==> src/isc_regs.svh <==
// Constants for the segment-based two-wire bus master
`ifndef ISC_REGS_SVH
`define ISC_REGS_SVH
`define ISC_MODE_W        3
`define ISC_MODE_I2C      3'h3
`define ISC_EXP_W         4
`define ISC_LIN_W         4
`define ISC_REF_HZ        24000000
`define ISC_SYS_HZ        25000000
`define ISC_PRE_W         12
`define ISC_PRE_CNT       12'(((`ISC_SYS_HZ + `ISC_REF_HZ - 1) / `ISC_REF_HZ) - 1)
`define ISC_DIV_W         20
`define ISC_DIV_MIN       20'h0001E
`define ISC_BIT_LAST      4'h8
`define ISC_PH_LAST       2'h3
`endif

==> src/isc_pkg.sv <==
// Types for the segment-based two-wire bus master
package isc_pkg;
    typedef enum logic [4:0] {
        ISC_IDLE  = 5'h01,
        ISC_START = 5'h02,
        ISC_BYTE  = 5'h04,
        ISC_STOP  = 5'h08,
        ISC_DONE  = 5'h10
    } isc_state_e;
endpackage : isc_pkg

==> src/isc_master.sv <==
// Segment-based two-wire bus master with open-collector lines
// Functional notes
// - Master function active only when the mode field holds three.
// - Standard and fast speeds; programmed clock should stay at or below 400 kHz.
// - No arbitration; sole master assumed, multi-master unsupported.
// - Open-collector data and clock; system supplies external pull-ups.
// - Bit rate is reference over 2*(linear+1)*2^exponent.
// - One segment per request, chosen by one-hot start, stop, send, receive.
// - Receive segment answers ACK or NACK per the acknowledge select bit.
// - Start on idle bus; repeated start after transmit or NACK frame.
// - Send shifts bit 7 first down to bit 0, then samples acknowledge.
// - Stop segment issues stop condition; no bits set means nothing pending.
`timescale 1ns/100ps
`include "isc_regs.svh"
module isc_master
    import isc_pkg::*;
(
    input  wire logic                   clk_sys,
    input  wire logic                   nrst,
    input  wire logic [`ISC_MODE_W-1:0] serial_ctrl_mode_field,
    input  wire logic [`ISC_EXP_W-1:0]  rate_exponent,
    input  wire logic [`ISC_LIN_W-1:0]  rate_linear_column,
    input  wire logic                   seg_start_req,
    input  wire logic                   seg_stop_req,
    input  wire logic                   seg_send_req,
    input  wire logic                   seg_recv_req,
    input  wire logic                   recv_ack_select,
    input  wire logic [7:0]             tx_data,
    output logic      [7:0]             rx_data,
    output logic                        rx_nack,
    output logic                        seg_done,
    output logic                        busy,
    input  wire logic                   scl_in,
    output logic                        scl_out,
    output logic                        scl_oe,
    input  wire logic                   sda_in,
    output logic                        sda_out,
    output logic                        sda_oe
);
    isc_state_e                state_q;
    logic [`ISC_PRE_W-1:0]     pre_q;
    logic                      ref_tick;
    logic [`ISC_DIV_W-1:0]     div_q;
    logic [`ISC_DIV_W-1:0]     div_end;
    logic [`ISC_DIV_W-1:0]     div_prod;
    logic [`ISC_DIV_W-1:0]     div_lim;
    logic                      ph_tick;
    logic [1:0]                ph_q;
    logic [3:0]                bit_q;
    logic [8:0]                sh_q;
    logic                      recv_q;
    logic                      scl_low_q;
    logic                      sda_low_q;
    logic [1:0]                sda_sync_q;
    logic [1:0]                scl_sync_q;
    logic                      enabled;
    logic                      one_hot;

    assign enabled = (serial_ctrl_mode_field == `ISC_MODE_I2C);
    // Exactly one request bit; illegal combinations are ignored
    assign one_hot = ($countones({seg_start_req, seg_stop_req, seg_send_req,
                                  seg_recv_req}) == 1);

    // Reference tick divides the system clock by two, giving 12.5 MHz in place of the 24 MHz source
    always_ff @(posedge clk_sys) begin
        if (!nrst || pre_q == `ISC_PRE_CNT) begin
            pre_q <= '0;
        end else begin
            pre_q <= pre_q + 12'h001;
        end
    end
    assign ref_tick = (pre_q == `ISC_PRE_CNT);

    // Quarter-bit phase: one bit is four phases, so 4 phases = 2*(lin+1)*2^exp refs
    // Limitation: resolution is halved relative to the nominal formula
    assign div_prod = `ISC_DIV_W'({16'h0000, rate_linear_column} + 20'h00001)
                      << rate_exponent;
    // Products under the floor of 30 are raised to it, capping the bit rate near 208 kHz with the 12.5 MHz tick
    assign div_lim  = (div_prod < `ISC_DIV_MIN) ? `ISC_DIV_MIN : div_prod;
    assign div_end  = (div_lim >> 1) - 20'h00001;
    always_ff @(posedge clk_sys) begin
        if (!nrst || state_q == ISC_IDLE) begin
            div_q <= '0;
        end else if (ref_tick) begin
            div_q <= (div_q >= div_end) ? '0 : div_q + 20'h00001;
        end
    end
    assign ph_tick = ref_tick && (div_q >= div_end);

    // Sampled lines: data feeds receive capture, the clock sample is read by nothing; no arbitration uses them
    always_ff @(posedge clk_sys) begin
        if (!nrst) begin
            sda_sync_q <= 2'h3;
            scl_sync_q <= 2'h3;
        end else begin
            sda_sync_q <= {sda_sync_q[0], sda_in};
            scl_sync_q <= {scl_sync_q[0], scl_in};
        end
    end

    always_ff @(posedge clk_sys) begin
        if (!nrst) begin
            state_q   <= ISC_IDLE;
            ph_q      <= '0;
            bit_q     <= '0;
            sh_q      <= '0;
            recv_q    <= 1'b0;
            scl_low_q <= 1'b0;
            sda_low_q <= 1'b0;
        end else if (!enabled && state_q != ISC_IDLE) begin
            // Leaving the mode aborts the segment and lets both lines go
            // Limitation: a slave may be left mid-byte; software should send a stop
            state_q   <= ISC_IDLE;
            ph_q      <= '0;
            bit_q     <= '0;
            scl_low_q <= 1'b0;
            sda_low_q <= 1'b0;
        end else begin
            case (state_q)
                ISC_IDLE: begin
                    ph_q <= '0;
                    bit_q <= '0;
                    if (enabled && one_hot) begin
                        if (seg_start_req) begin
                            state_q <= ISC_START;
                        end else if (seg_stop_req) begin
                            state_q <= ISC_STOP;
                        end else begin
                            state_q <= ISC_BYTE;
                            recv_q  <= seg_recv_req;
                            // Receive releases data and drives ack bit last
                            sh_q <= seg_recv_req ? {8'hFF, ~recv_ack_select}
                                                 : {tx_data, 1'b1};
                        end
                    end
                end
                ISC_START: if (ph_tick) begin
                    // Release data, raise clock, then pull data low: also a repeated start
                    ph_q <= ph_q + 2'h1;
                    case (ph_q)
                        2'h0: sda_low_q <= 1'b0;
                        2'h1: scl_low_q <= 1'b0;
                        2'h2: sda_low_q <= 1'b1;
                        default: begin
                            scl_low_q <= 1'b1;
                            state_q   <= ISC_DONE;
                        end
                    endcase
                end
                ISC_BYTE: if (ph_tick) begin
                    ph_q <= ph_q + 2'h1;
                    case (ph_q)
                        2'h0: sda_low_q <= ~sh_q[8];
                        2'h1: scl_low_q <= 1'b0;
                        2'h2: sh_q <= {sh_q[7:0], 1'b1};
                        default: begin
                            scl_low_q <= 1'b1;
                            bit_q <= bit_q + 4'h1;
                            if (bit_q == `ISC_BIT_LAST) begin
                                state_q <= ISC_DONE;
                            end
                        end
                    endcase
                end
                ISC_STOP: if (ph_tick) begin
                    ph_q <= ph_q + 2'h1;
                    case (ph_q)
                        2'h0: sda_low_q <= 1'b1;
                        2'h1: scl_low_q <= 1'b0;
                        2'h2: sda_low_q <= 1'b0;
                        default: state_q <= ISC_DONE;
                    endcase
                end
                ISC_DONE: begin
                    // Wait for software to drop the request before the next segment
                    if (!(seg_start_req || seg_stop_req || seg_send_req || seg_recv_req)) begin
                        state_q <= ISC_IDLE;
                    end
                end
                default: state_q <= ISC_IDLE;
            endcase
        end
    end

    // Capture kept apart so the received byte moves only on receive segments
    always_ff @(posedge clk_sys) begin
        if (!nrst) begin
            rx_data <= '0;
            rx_nack <= 1'b0;
        end else if (state_q == ISC_BYTE && ph_tick && ph_q == 2'h2) begin
            if (bit_q == `ISC_BIT_LAST) begin
                rx_nack <= sda_sync_q[1];
            end else if (recv_q) begin
                rx_data <= {rx_data[6:0], sda_sync_q[1]};
            end
        end
    end

    // Completion flag holds until software clears its request bit
    assign seg_done = (state_q == ISC_DONE);
    assign busy     = (state_q != ISC_IDLE) && (state_q != ISC_DONE);

    // Open-collector: output fixed low, enable pulls; no high drive ever
    assign scl_out = 1'b0;
    assign sda_out = 1'b0;
    assign scl_oe  = scl_low_q;
    assign sda_oe  = sda_low_q;
endmodule : isc_master

==> config.mk <==
export PLATFORM = sky130hd
export DESIGN_NAME = isc_master
export DESIGN_NICKNAME = d
export VERILOG_FILES = /design/src/isc_pkg.sv /design/src/isc_master.sv
export VERILOG_INCLUDE_DIRS = /design/src /design/src/src
export SDC_FILE = /design/constraint.sdc
export NUM_CORES = 1
export LEC_CHECK = 0
export BUFFER_PORTS_ARGS = -buffer_cell sky130_fd_sc_hd__buf_4
export CORE_MARGIN = 3
export CORE_UTILIZATION = 40
export CTS_CLUSTER_SIZE = 30
export DETAILED_ROUTE_END_ITERATION = 10
export PLACE_DENSITY_LB_ADDON = 0.3
export SYNTH_ARGS = -nofsm -noshare
export SYNTH_HDL_FRONTEND = slang
export SYNTH_SLANG_ARGS = --single-unit
export TNS_END_PERCENT = 5
==> constraint.sdc <==
create_clock -name clk_sys -period 6.89 [get_ports clk_sys]
set_input_delay 0.689 -clock clk_sys [delete_from_list [all_inputs] [get_ports clk_sys]]
set_output_delay 0.689 -clock clk_sys [all_outputs]
set_load 0.02 [all_outputs]
==> report_table.html, run 1 <==
<table>
<tr><th>Metric</th><th>Value</th></tr>
<tr><th colspan="2">Outcome</th></tr>
<tr><td>Result of the run</td><td>complete, no violations</td></tr>
<tr><th colspan="2">Routing</th></tr>
<tr><td>Routed Antenna Nets</td><td>0</td></tr>
<tr><td>Number of iterations in the first detailed-routing pass</td><td>4</td></tr>
<tr><td>Vias per cell</td><td>5.623</td></tr>
<tr><td>Remaining DRCs</td><td>0</td></tr>
<tr><td>Total routed wirelength</td><td>10660 um</td></tr>
<tr><td>Via count</td><td>4167</td></tr>
<tr><td>Number of design-rule violations left by the first detailed-router iteration</td><td>226</td></tr>
<tr><td>Wire length per cell after detailed routing</td><td>14.38 um</td></tr>
<tr><th colspan="2">Setup path</th></tr>
<tr><td>Worst EP arrival</td><td>6.12 ns</td></tr>
<tr><td>Cell Chain, Critical Path</td><td>buf_4 &gt; ha_1 &gt; and3b_1 &gt; o21ai_2 &gt; nand2_1 &gt; a21oi_1 &gt; nand4_2 &gt; nor2_1 &gt; nor2_1 &gt; ha_1 &gt; inv_1 &gt; nor2_1 &gt; xnor2_1 &gt; ha_1 &gt; a21o_1 &gt; a211oi_1 &gt; o21ai_0 &gt; a2111o_1 &gt; o211a_1 &gt; a21oi_2 &gt; nand3_1 &gt; o21ai_0</td></tr>
<tr><td>CP Capture Type</td><td>flip-flop</td></tr>
<tr><td>Master of the slowest instance on the critical path</td><td>a21oi_2</td></tr>
<tr><td>Required time worst endpoint</td><td>7.13 ns</td></tr>
<tr><td>Stage delay of the slowest cell on the critical path</td><td>0.58 ns</td></tr>
<tr><td>CP Class</td><td>in -&gt; reg</td></tr>
<tr><td>Kind of cell adding the most delay to the critical path</td><td>compound AO/OA/AOI/OAI gates</td></tr>
<tr><td>Crit path buf inv count</td><td>2</td></tr>
<tr><td>Critical path fanouts, max</td><td>17</td></tr>
<tr><td>Category of the worst setup path launch point</td><td>primary input</td></tr>
<tr><th colspan="2">GRT</th></tr>
<tr><td>GRT overflow</td><td>0</td></tr>
<tr><td>Pin count of the biggest net entering global routing</td><td>35</td></tr>
<tr><td>Number of antenna violations at the first check in global routing</td><td>0</td></tr>
<tr><td>Global routing usage summed across all routing layers</td><td>17.14%</td></tr>
<tr><td>Number of global-route vias before repair</td><td>4085</td></tr>
<tr><td>First-pass GRT wire length</td><td>18570 um</td></tr>
<tr><th colspan="2">Placed design</th></tr>
<tr><td>Half-perimeter wire length of the detailed placement result</td><td>8065 um</td></tr>
<tr><td>GPL Wtd Cong</td><td>0.9343</td></tr>
<tr><td>Area of placed instances</td><td>0.004974 mm^2</td></tr>
<tr><td>IO Port Bufs</td><td>39</td></tr>
<tr><th colspan="2">STA</th></tr>
<tr><td>Worst-margin pin slew</td><td>0.8088 ns</td></tr>
<tr><td>Hold violation count in the final report</td><td>0</td></tr>
<tr><td>Total negative slack for setup checks</td><td>0 ns</td></tr>
<tr><td>Worst slew slack as a fraction of its limit</td><td>45.62%</td></tr>
<tr><td>Setup-failing EPs final</td><td>0</td></tr>
<tr><td>Period utilization</td><td>85.27%</td></tr>
<tr><td>Max Clk Rate</td><td>170.2 MHz</td></tr>
<tr><td>Setup repair after global routing missed its margin</td><td>false</td></tr>
<tr><td>Max Slew Vio Count</td><td>0</td></tr>
<tr><td>Clock skew</td><td>0.006516 ns</td></tr>
<tr><td>Period minus WS final</td><td>5.875 ns</td></tr>
<tr><th colspan="2">Logic synthesis</th></tr>
<tr><td>Cells after synthesis</td><td>570</td></tr>
<tr><td>Cell Area, Synth</td><td>0.004621 mm^2</td></tr>
<tr><td>Top cell types by occurrence after synthesis</td><td>dfxtp_1 (66), nor2_1 (61), nand3_1 (42)</td></tr>
<tr><td>Warnings from Yosys</td><td>0</td></tr>
<tr><td>Yosys reg bits</td><td>66</td></tr>
<tr><td>Average size of a mapped cell</td><td>8.106 um^2</td></tr>
<tr><td>Async set-reset flop share out of synthesis</td><td>0%</td></tr>
<tr><td>Most frequent cell after synthesis</td><td>dfxtp_1</td></tr>
<tr><td>Number of enable-type register cells in the synthesized netlist</td><td>0</td></tr>
<tr><td>Synth top area cells</td><td>dfxtp_1 (29%), ha_1 (9.5%), xor2_1 (5.1%)</td></tr>
<tr><td>Primary flip-flop cell chosen by synthesis mapping</td><td>dfxtp_1</td></tr>
<tr><td>Cell taking the most area after synthesis</td><td>dfxtp_1</td></tr>
<tr><td>Sequential-to-total area share from yosys stat</td><td>28.59%</td></tr>
<tr><td>Number of library cell types mapped by synthesis</td><td>73</td></tr>
<tr><td>Area fraction of the dominant cell type after synthesis</td><td>28.59%</td></tr>
<tr><th colspan="2">Clock tree</th></tr>
<tr><td>Clock tree root driver cell</td><td>clkbuf_16</td></tr>
<tr><td>Hold buffer count at CTS</td><td>0</td></tr>
<tr><td>Clock tree from TritonCTS</td><td>yes</td></tr>
<tr><td>Number of buffers inserted during clock tree synthesis</td><td>9</td></tr>
<tr><td>Clk_lat worst skew</td><td>0.33 ns</td></tr>
<tr><td>H-tree levels</td><td>3</td></tr>
<tr><td>Cts repair resizes</td><td>0</td></tr>
<tr><td>Count of clock tree sinks</td><td>66</td></tr>
<tr><td>Maximum clock path buffer count</td><td>2</td></tr>
<tr><td>Post-CTS setup buffer count</td><td>0</td></tr>
<tr><td>Clock transition time at the flip-flop clock pins of the worst setup and hold paths</td><td>0.05 ns</td></tr>
<tr><th colspan="2">Floorplan</th></tr>
<tr><td>Placeable core region</td><td>0.01108 mm^2</td></tr>
<tr><td>Effective utilization at floorplan</td><td>41.71%</td></tr>
<tr><td>Die W</td><td>113.5 um</td></tr>
<tr><td>Area enclosed by the die boundary</td><td>0.01288 mm^2</td></tr>
<tr><td>Height of the die</td><td>113.5 um</td></tr>
<tr><td>Row count</td><td>38</td></tr>
<tr><td>Top-level port count</td><td>43</td></tr>
<tr><th colspan="2">Power</th></tr>
<tr><td>Ratio of total power to cell area</td><td>228.0 mW/mm^2</td></tr>
<tr><td>Peak VDD IR</td><td>0.1425 mV</td></tr>
<tr><td>Leakage</td><td>0.002208 uW</td></tr>
<tr><th colspan="2">Worst hold path</th></tr>
<tr><td>Worst hold-check path type</td><td>reg -&gt; reg</td></tr>
<tr><th colspan="2">Final layout</th></tr>
<tr><td>Layout cells sized above 1</td><td>11.48%</td></tr>
<tr><td>Synthesis-to-finish area growth</td><td>13.84%</td></tr>
<tr><td>Utilization after layout</td><td>47.48%</td></tr>
<tr><td>Post-route cell area</td><td>0.005260 mm^2</td></tr>
<tr><td>Final #Nets</td><td>661</td></tr>
<tr><td>Antenna Cells</td><td>0</td></tr>
<tr><th colspan="2">Flow run</th></tr>
<tr><td>Maximum capacitance violations</td><td>0</td></tr>
</table>
[routing by layer]
layer / vias up / wire [um] / global-route usage [%]
met5: - / 0 / 0
met4: 0 / 135 / 4.327
met3: 13 / 531 / 3.501
met2: 98 / 4997 / 28.58
met1: 1965 / 4992 / 22.70
li1: 2091 / - / -
[logic make-up (layout without fill, tap and decap cells)]
group,count (synthesis),after routing,synth area share (%)
DFF,66,66,28.59
adders and majority gates,36,36,9.911
AOI/OAI and AO/OA,114,114,17.66
and+or+nand+nor,247,247,27.51
muxes,14,14,3.331
other,2,3,0.1625
buffers and inverters,48,78,4.522
xor gates and xnor gates,43,43,8.313
[per-stage QoR]
stage / cells / power (uW) / setup WS (ns) / hold slack, ns
after detailed placement: 726 / 754.6 / 0.7407 / 0.4019
after global placement: 726 / 745.0 / 0.7970 / 0.3903
final: 741 / 1199 / 1.015 / 0.4122
after floorplan: 571 / 673.5 / 1.735 / 0.3863
after global routing: 741 / 1267 / 0.5015 / 0.4436
after CTS: 741 / 1206 / 1.061 / 0.4160
[sequential cells by signal, summed over array words and instances (netlist names)]
| name | count |
|---|---|
| state_q | 5 |
| sda_oe | 1 |
| recv_q | 1 |
| bit_q | 4 |
| rx_data | 8 |
| div_q | 20 |
| scl_oe | 1 |
| rx_nack | 1 |
| sh_q | 9 |
| ph_q | 2 |
| pre_q | 12 |
| sda_sync_q | 2 |
[worst paths after layout]
check / from / to / slack (ns) / cells after the start
worst max-delay path: rate_linear_column[0] / sh_q[8] / 1.01 / 22
worst min-delay path: sda_sync_q[0] / sda_sync_q[1] / 0.41 / 1
worst max register to register: div_q[0] / sh_q[8] / 3.58 / 10
worst min register to register: sda_sync_q[0] / sda_sync_q[1] / 0.41 / 1
[report_power, final]
group,internal [uW],total [uW],switching (uW),leakage (uW)
clock,287,450,163,0.000142
combinational,118,342,224,0.00153
sequential,394,407,13.0,0.000533
[placed cells by master (no fill, tap or decap), types with 14 or more instances in the layout]
cell type	Yosys	routed
nand2_1	41	41
buf_4	2	39
ha_1	35	35
xor2_1	27	27
nand3_1	42	42
nor2_1	61	61
nor2b_1	15	15
inv_1	23	23
o21ai_0	24	24
xnor2_1	15	15
dfxtp_1	66	66
a21oi_1	17	17
and3_1	14	14
nor3_1	15	15
[worst register-to-register path, stage by stage, from the launching register on]
cell       delay, ns
dfxtp_1         0.35
inv_1           0.09
ha_1            0.29
nand2b_1        0.13
a2111oi_0       0.46
o21ai_0         0.21
a2111o_1        0.46
o211a_1         0.40
a21oi_2         0.58
nand3_1         0.16
o21ai_0         0.10
[layout make-up]
class | count | area [um^2]
Clock inverter | 3 | 40.04
Sequential cell | 66 | 1321
Inverter | 24 | 90.09
Multi-Input combinational cell | 457 | 3094
Tap cell | 140 | 175.2
Timing Repair Buffer | 39 | 292.8
Fill cell | 1101 | 5818
Clock buffer | 12 | 246.5
No activity file was read; power rests on OpenSTA's default activity.
==> inputs of run 2 (changes only) <==
- CORE_ASPECT_RATIO: default -> 0.9
==> run 2 against run 1 <==
  * Fmax down 0.34%
  * Clock power up 27%
  * Design area up 2.0%
  * Global-route usage down 0.73 points
  * Sequential share of layout area down 0.49 points
  * Setup slack worse by 0.020 ns
  * Register-to-register slack about the same
  * Non-clock buffer count unchanged
  * Hold slack worse by 0.0042 ns
  * Clock skew up 0.0037 ns
  * Routed wire length down 1.9%
  * Critical path type unchanged
  * Critical endpoint is now sh_q[3]
  * Largest power group unchanged
==> report_table.html, run 2 (synthesis gave the netlist of run 1 again) <==
<table>
<tr><th>Metric</th><th>Value</th></tr>
<tr><th colspan="2">Final layout</th></tr>
<tr><td>Leading registers by flop count</td><td>div_q (20), pre_q (12), sh_q (9)</td></tr>
<tr><td>Number of flip-flops in the largest register</td><td>20</td></tr>
<tr><td>Most common cell after layout, fill and taps aside</td><td>dfxtp_1</td></tr>
<tr><td>Final #Nets</td><td>661</td></tr>
<tr><td>Largest register by flop count</td><td>div_q</td></tr>
<tr><td>Combined area of the multi-input logic cells</td><td>0.003094 mm^2</td></tr>
<tr><td>Antenna Cells</td><td>0</td></tr>
<tr><td>Fill cell count</td><td>1079</td></tr>
<tr><td>Synthesis-to-finish area growth</td><td>16.11%</td></tr>
<tr><td>Layout cells sized above 1</td><td>11.96%</td></tr>
<tr><td>Register area</td><td>0.001321 mm^2</td></tr>
<tr><td>Most frequent cells in the layout</td><td>dfxtp_1 (66), nor2_1 (61), nand3_1 (42)</td></tr>
<tr><th colspan="2">GRT</th></tr>
<tr><td>Global routing usage summed across all routing layers</td><td>16.41%</td></tr>
<tr><td>GRT overflow</td><td>0</td></tr>
<tr><td>Pin count of the biggest net entering global routing</td><td>35</td></tr>
<tr><td>First-pass GRT wire length</td><td>17750 um</td></tr>
<tr><td>Number of antenna violations at the first check in global routing</td><td>0</td></tr>
<tr><td>Number of global-route vias before repair</td><td>3921</td></tr>
<tr><th colspan="2">Setup path</th></tr>
<tr><td>CP Capture Type</td><td>flip-flop</td></tr>
<tr><td>FF-to-FF setup slack</td><td>3.57 ns</td></tr>
<tr><td>R2R cell count</td><td>9</td></tr>
<tr><td>Category of the worst setup path launch point</td><td>primary input</td></tr>
<tr><td>Capture instance of the worst register-to-register path</td><td>sh_q[3]</td></tr>
<tr><td>Crit path from</td><td>rate_linear_column[0]</td></tr>
<tr><td>Required time worst endpoint</td><td>7.08 ns</td></tr>
<tr><td>Crit path to</td><td>sh_q[3]</td></tr>
<tr><td>CP Class</td><td>in -&gt; reg</td></tr>
<tr><td>Worst EP arrival</td><td>6.08 ns</td></tr>
<tr><td>Crit Reg-Reg Startpoint</td><td>div_q[0]</td></tr>
<tr><td>Critical path fanouts, max</td><td>17</td></tr>
<tr><th colspan="2">Worst hold path</th></tr>
<tr><td>Worst hold-check path type</td><td>reg -&gt; reg</td></tr>
<tr><td>Hold path depth</td><td>1</td></tr>
<tr><th colspan="2">Floorplan</th></tr>
<tr><td>Row count</td><td>36</td></tr>
<tr><td>Top-level port count</td><td>43</td></tr>
<tr><td>Height of the die</td><td>108.0 um</td></tr>
<tr><td>Area enclosed by the die boundary</td><td>0.01288 mm^2</td></tr>
<tr><td>Placeable core region</td><td>0.01104 mm^2</td></tr>
<tr><td>Die W</td><td>119.3 um</td></tr>
<tr><td>Effective utilization at floorplan</td><td>41.87%</td></tr>
<tr><th colspan="2">Clock tree</th></tr>
<tr><td>Number of buffers inserted during clock tree synthesis</td><td>9</td></tr>
<tr><td>Count of clock tree sinks</td><td>66</td></tr>
<tr><td>H-tree levels</td><td>3</td></tr>
<tr><td>Clock tree root driver cell</td><td>clkbuf_16</td></tr>
<tr><td>Maximum clock path buffer count</td><td>2</td></tr>
<tr><td>Clock tree from TritonCTS</td><td>yes</td></tr>
<tr><td>Clock transition time at the flip-flop clock pins of the worst setup and hold paths</td><td>0.06 ns</td></tr>
<tr><td>Hold buffer count at CTS</td><td>0</td></tr>
<tr><td>Post-CTS setup buffer count</td><td>0</td></tr>
<tr><td>Cts repair resizes</td><td>0</td></tr>
<tr><td>Clk_lat worst skew</td><td>0.33 ns</td></tr>
<tr><th colspan="2">Routing</th></tr>
<tr><td>Total routed wirelength</td><td>10450 um</td></tr>
<tr><td>Routed Antenna Nets</td><td>0</td></tr>
<tr><td>Number of design-rule violations left by the first detailed-router iteration</td><td>280</td></tr>
<tr><td>Vias per cell</td><td>5.524</td></tr>
<tr><td>Wire length per cell after detailed routing</td><td>13.86 um</td></tr>
<tr><td>Number of iterations in the first detailed-routing pass</td><td>5</td></tr>
<tr><td>Via count</td><td>4165</td></tr>
<tr><td>Remaining DRCs</td><td>0</td></tr>
<tr><th colspan="2">STA</th></tr>
<tr><td>Worst slew slack as a fraction of its limit</td><td>48.67%</td></tr>
<tr><td>Max Slew Vio Count</td><td>0</td></tr>
<tr><td>Setup-failing EPs final</td><td>0</td></tr>
<tr><td>Total negative slack for setup checks</td><td>0 ns</td></tr>
<tr><td>Period minus WS final</td><td>5.895 ns</td></tr>
<tr><td>Worst Hold Slack</td><td>0.4080 ns</td></tr>
<tr><td>Clock skew</td><td>0.01027 ns</td></tr>
<tr><td>Hold violation count in the final report</td><td>0</td></tr>
<tr><td>Worst-margin pin slew</td><td>0.7641 ns</td></tr>
<tr><td>Setup repair after global routing missed its margin</td><td>false</td></tr>
<tr><td>Period utilization</td><td>85.56%</td></tr>
<tr><td>Max Clk Rate</td><td>169.6 MHz</td></tr>
<tr><th colspan="2">Placed design</th></tr>
<tr><td>IO Port Bufs</td><td>39</td></tr>
<tr><td>GPL Wtd Cong</td><td>0.9379</td></tr>
<tr><td>Half-perimeter wire length of the detailed placement result</td><td>7863 um</td></tr>
<tr><th colspan="2">Power</th></tr>
<tr><td>Leakage</td><td>0.002249 uW</td></tr>
<tr><td>Peak VDD IR</td><td>0.1441 mV</td></tr>
<tr><td>Overall Power</td><td>1324 uW</td></tr>
<tr><td>Ratio of total power to cell area</td><td>246.7 mW/mm^2</td></tr>
<tr><th colspan="2">Flow run</th></tr>
<tr><td>Maximum capacitance violations</td><td>0</td></tr>
<tr><th colspan="2">Outcome</th></tr>
<tr><td>Result of the run</td><td>complete, no violations</td></tr>
</table>
-- run 2: cell count changes in the layout (fill, tap and decap cells not counted) --
cell	before	now
bufinv_16	1	4
clkbuf_1	2	0
clkinv_2	2	0
clkinv_4	0	2
-- run 2: cell type report --
class / count / share of cell area, %
Clock buffer: 10 / 4.454
Clock inverter: 6 / 2.565
Inverter: 24 / 1.679
Multi-Input combinational cell: 457 / 57.67
Sequential cell: 66 / 24.63
Tap cell: 152 / 3.545
Timing Repair Buffer: 39 / 5.457
-- run 2: through the flow --
stage,std cells,cell area (um^2),utilization [%],setup WS (ns)
after CTS,754,5365,48.62,1.017
after detailed placement,738,4989,45.20,0.6512
after floorplan,571,4624,-,1.735
final,754,5365,48.62,0.9949
after global routing,754,5365,48.62,0.5482
after global placement,738,4989,45.20,0.8171
-- run 2: worst max-delay path, cell delays in order --
cell	delay, ns
buf_4	0.14
ha_1	0.29
xor2_1	0.19
a221o_1	0.43
a31oi_4	0.27
nand4_2	0.17
a211o_1	0.36
nor2_1	0.26
nor2_1	0.11
ha_1	0.28
inv_1	0.18
nor2_1	0.08
xnor2_1	0.13
ha_1	0.30
a21o_1	0.18
a211oi_1	0.21
o21ai_0	0.15
a2111o_1	0.46
o211a_1	0.40
a21oi_2	0.58
o21ai_0	0.19
-- run 2: worst min path at each step --
| stage | end | slack [ns] | start |
|---|---|---|---|
| after global placement | sda_sync_q[1] | 0.40 | sda_sync_q[0] |
| final | sda_sync_q[1] | 0.41 | sda_sync_q[0] |
| after global routing | sda_sync_q[1] | 0.42 | sda_sync_q[0] |
| after detailed placement | sda_sync_q[1] | 0.39 | sda_sync_q[0] |
| after CTS | sda_sync_q[1] | 0.41 | sda_sync_q[0] |
| after floorplan | sda_sync_q[1] | 0.39 | sda_sync_q[0] |
-- run 2: per-layer routing --
metal	track usage [%]	share of wire, %	vias to the layer above
li1	-	-	2099
met1	21.54	47	1947
met2	27.31	46	112
met3	4.550	6.2	7
met4	3.271	0.58	0
met5	0	0	-
-- run 2: report_power, final --
part           leakage, uW  switching (uW)  internal (uW)  total (uW)
clock             0.000183             171            401         572
sequential        0.000533            13.3            394         407
combinational      0.00153             226            118         344
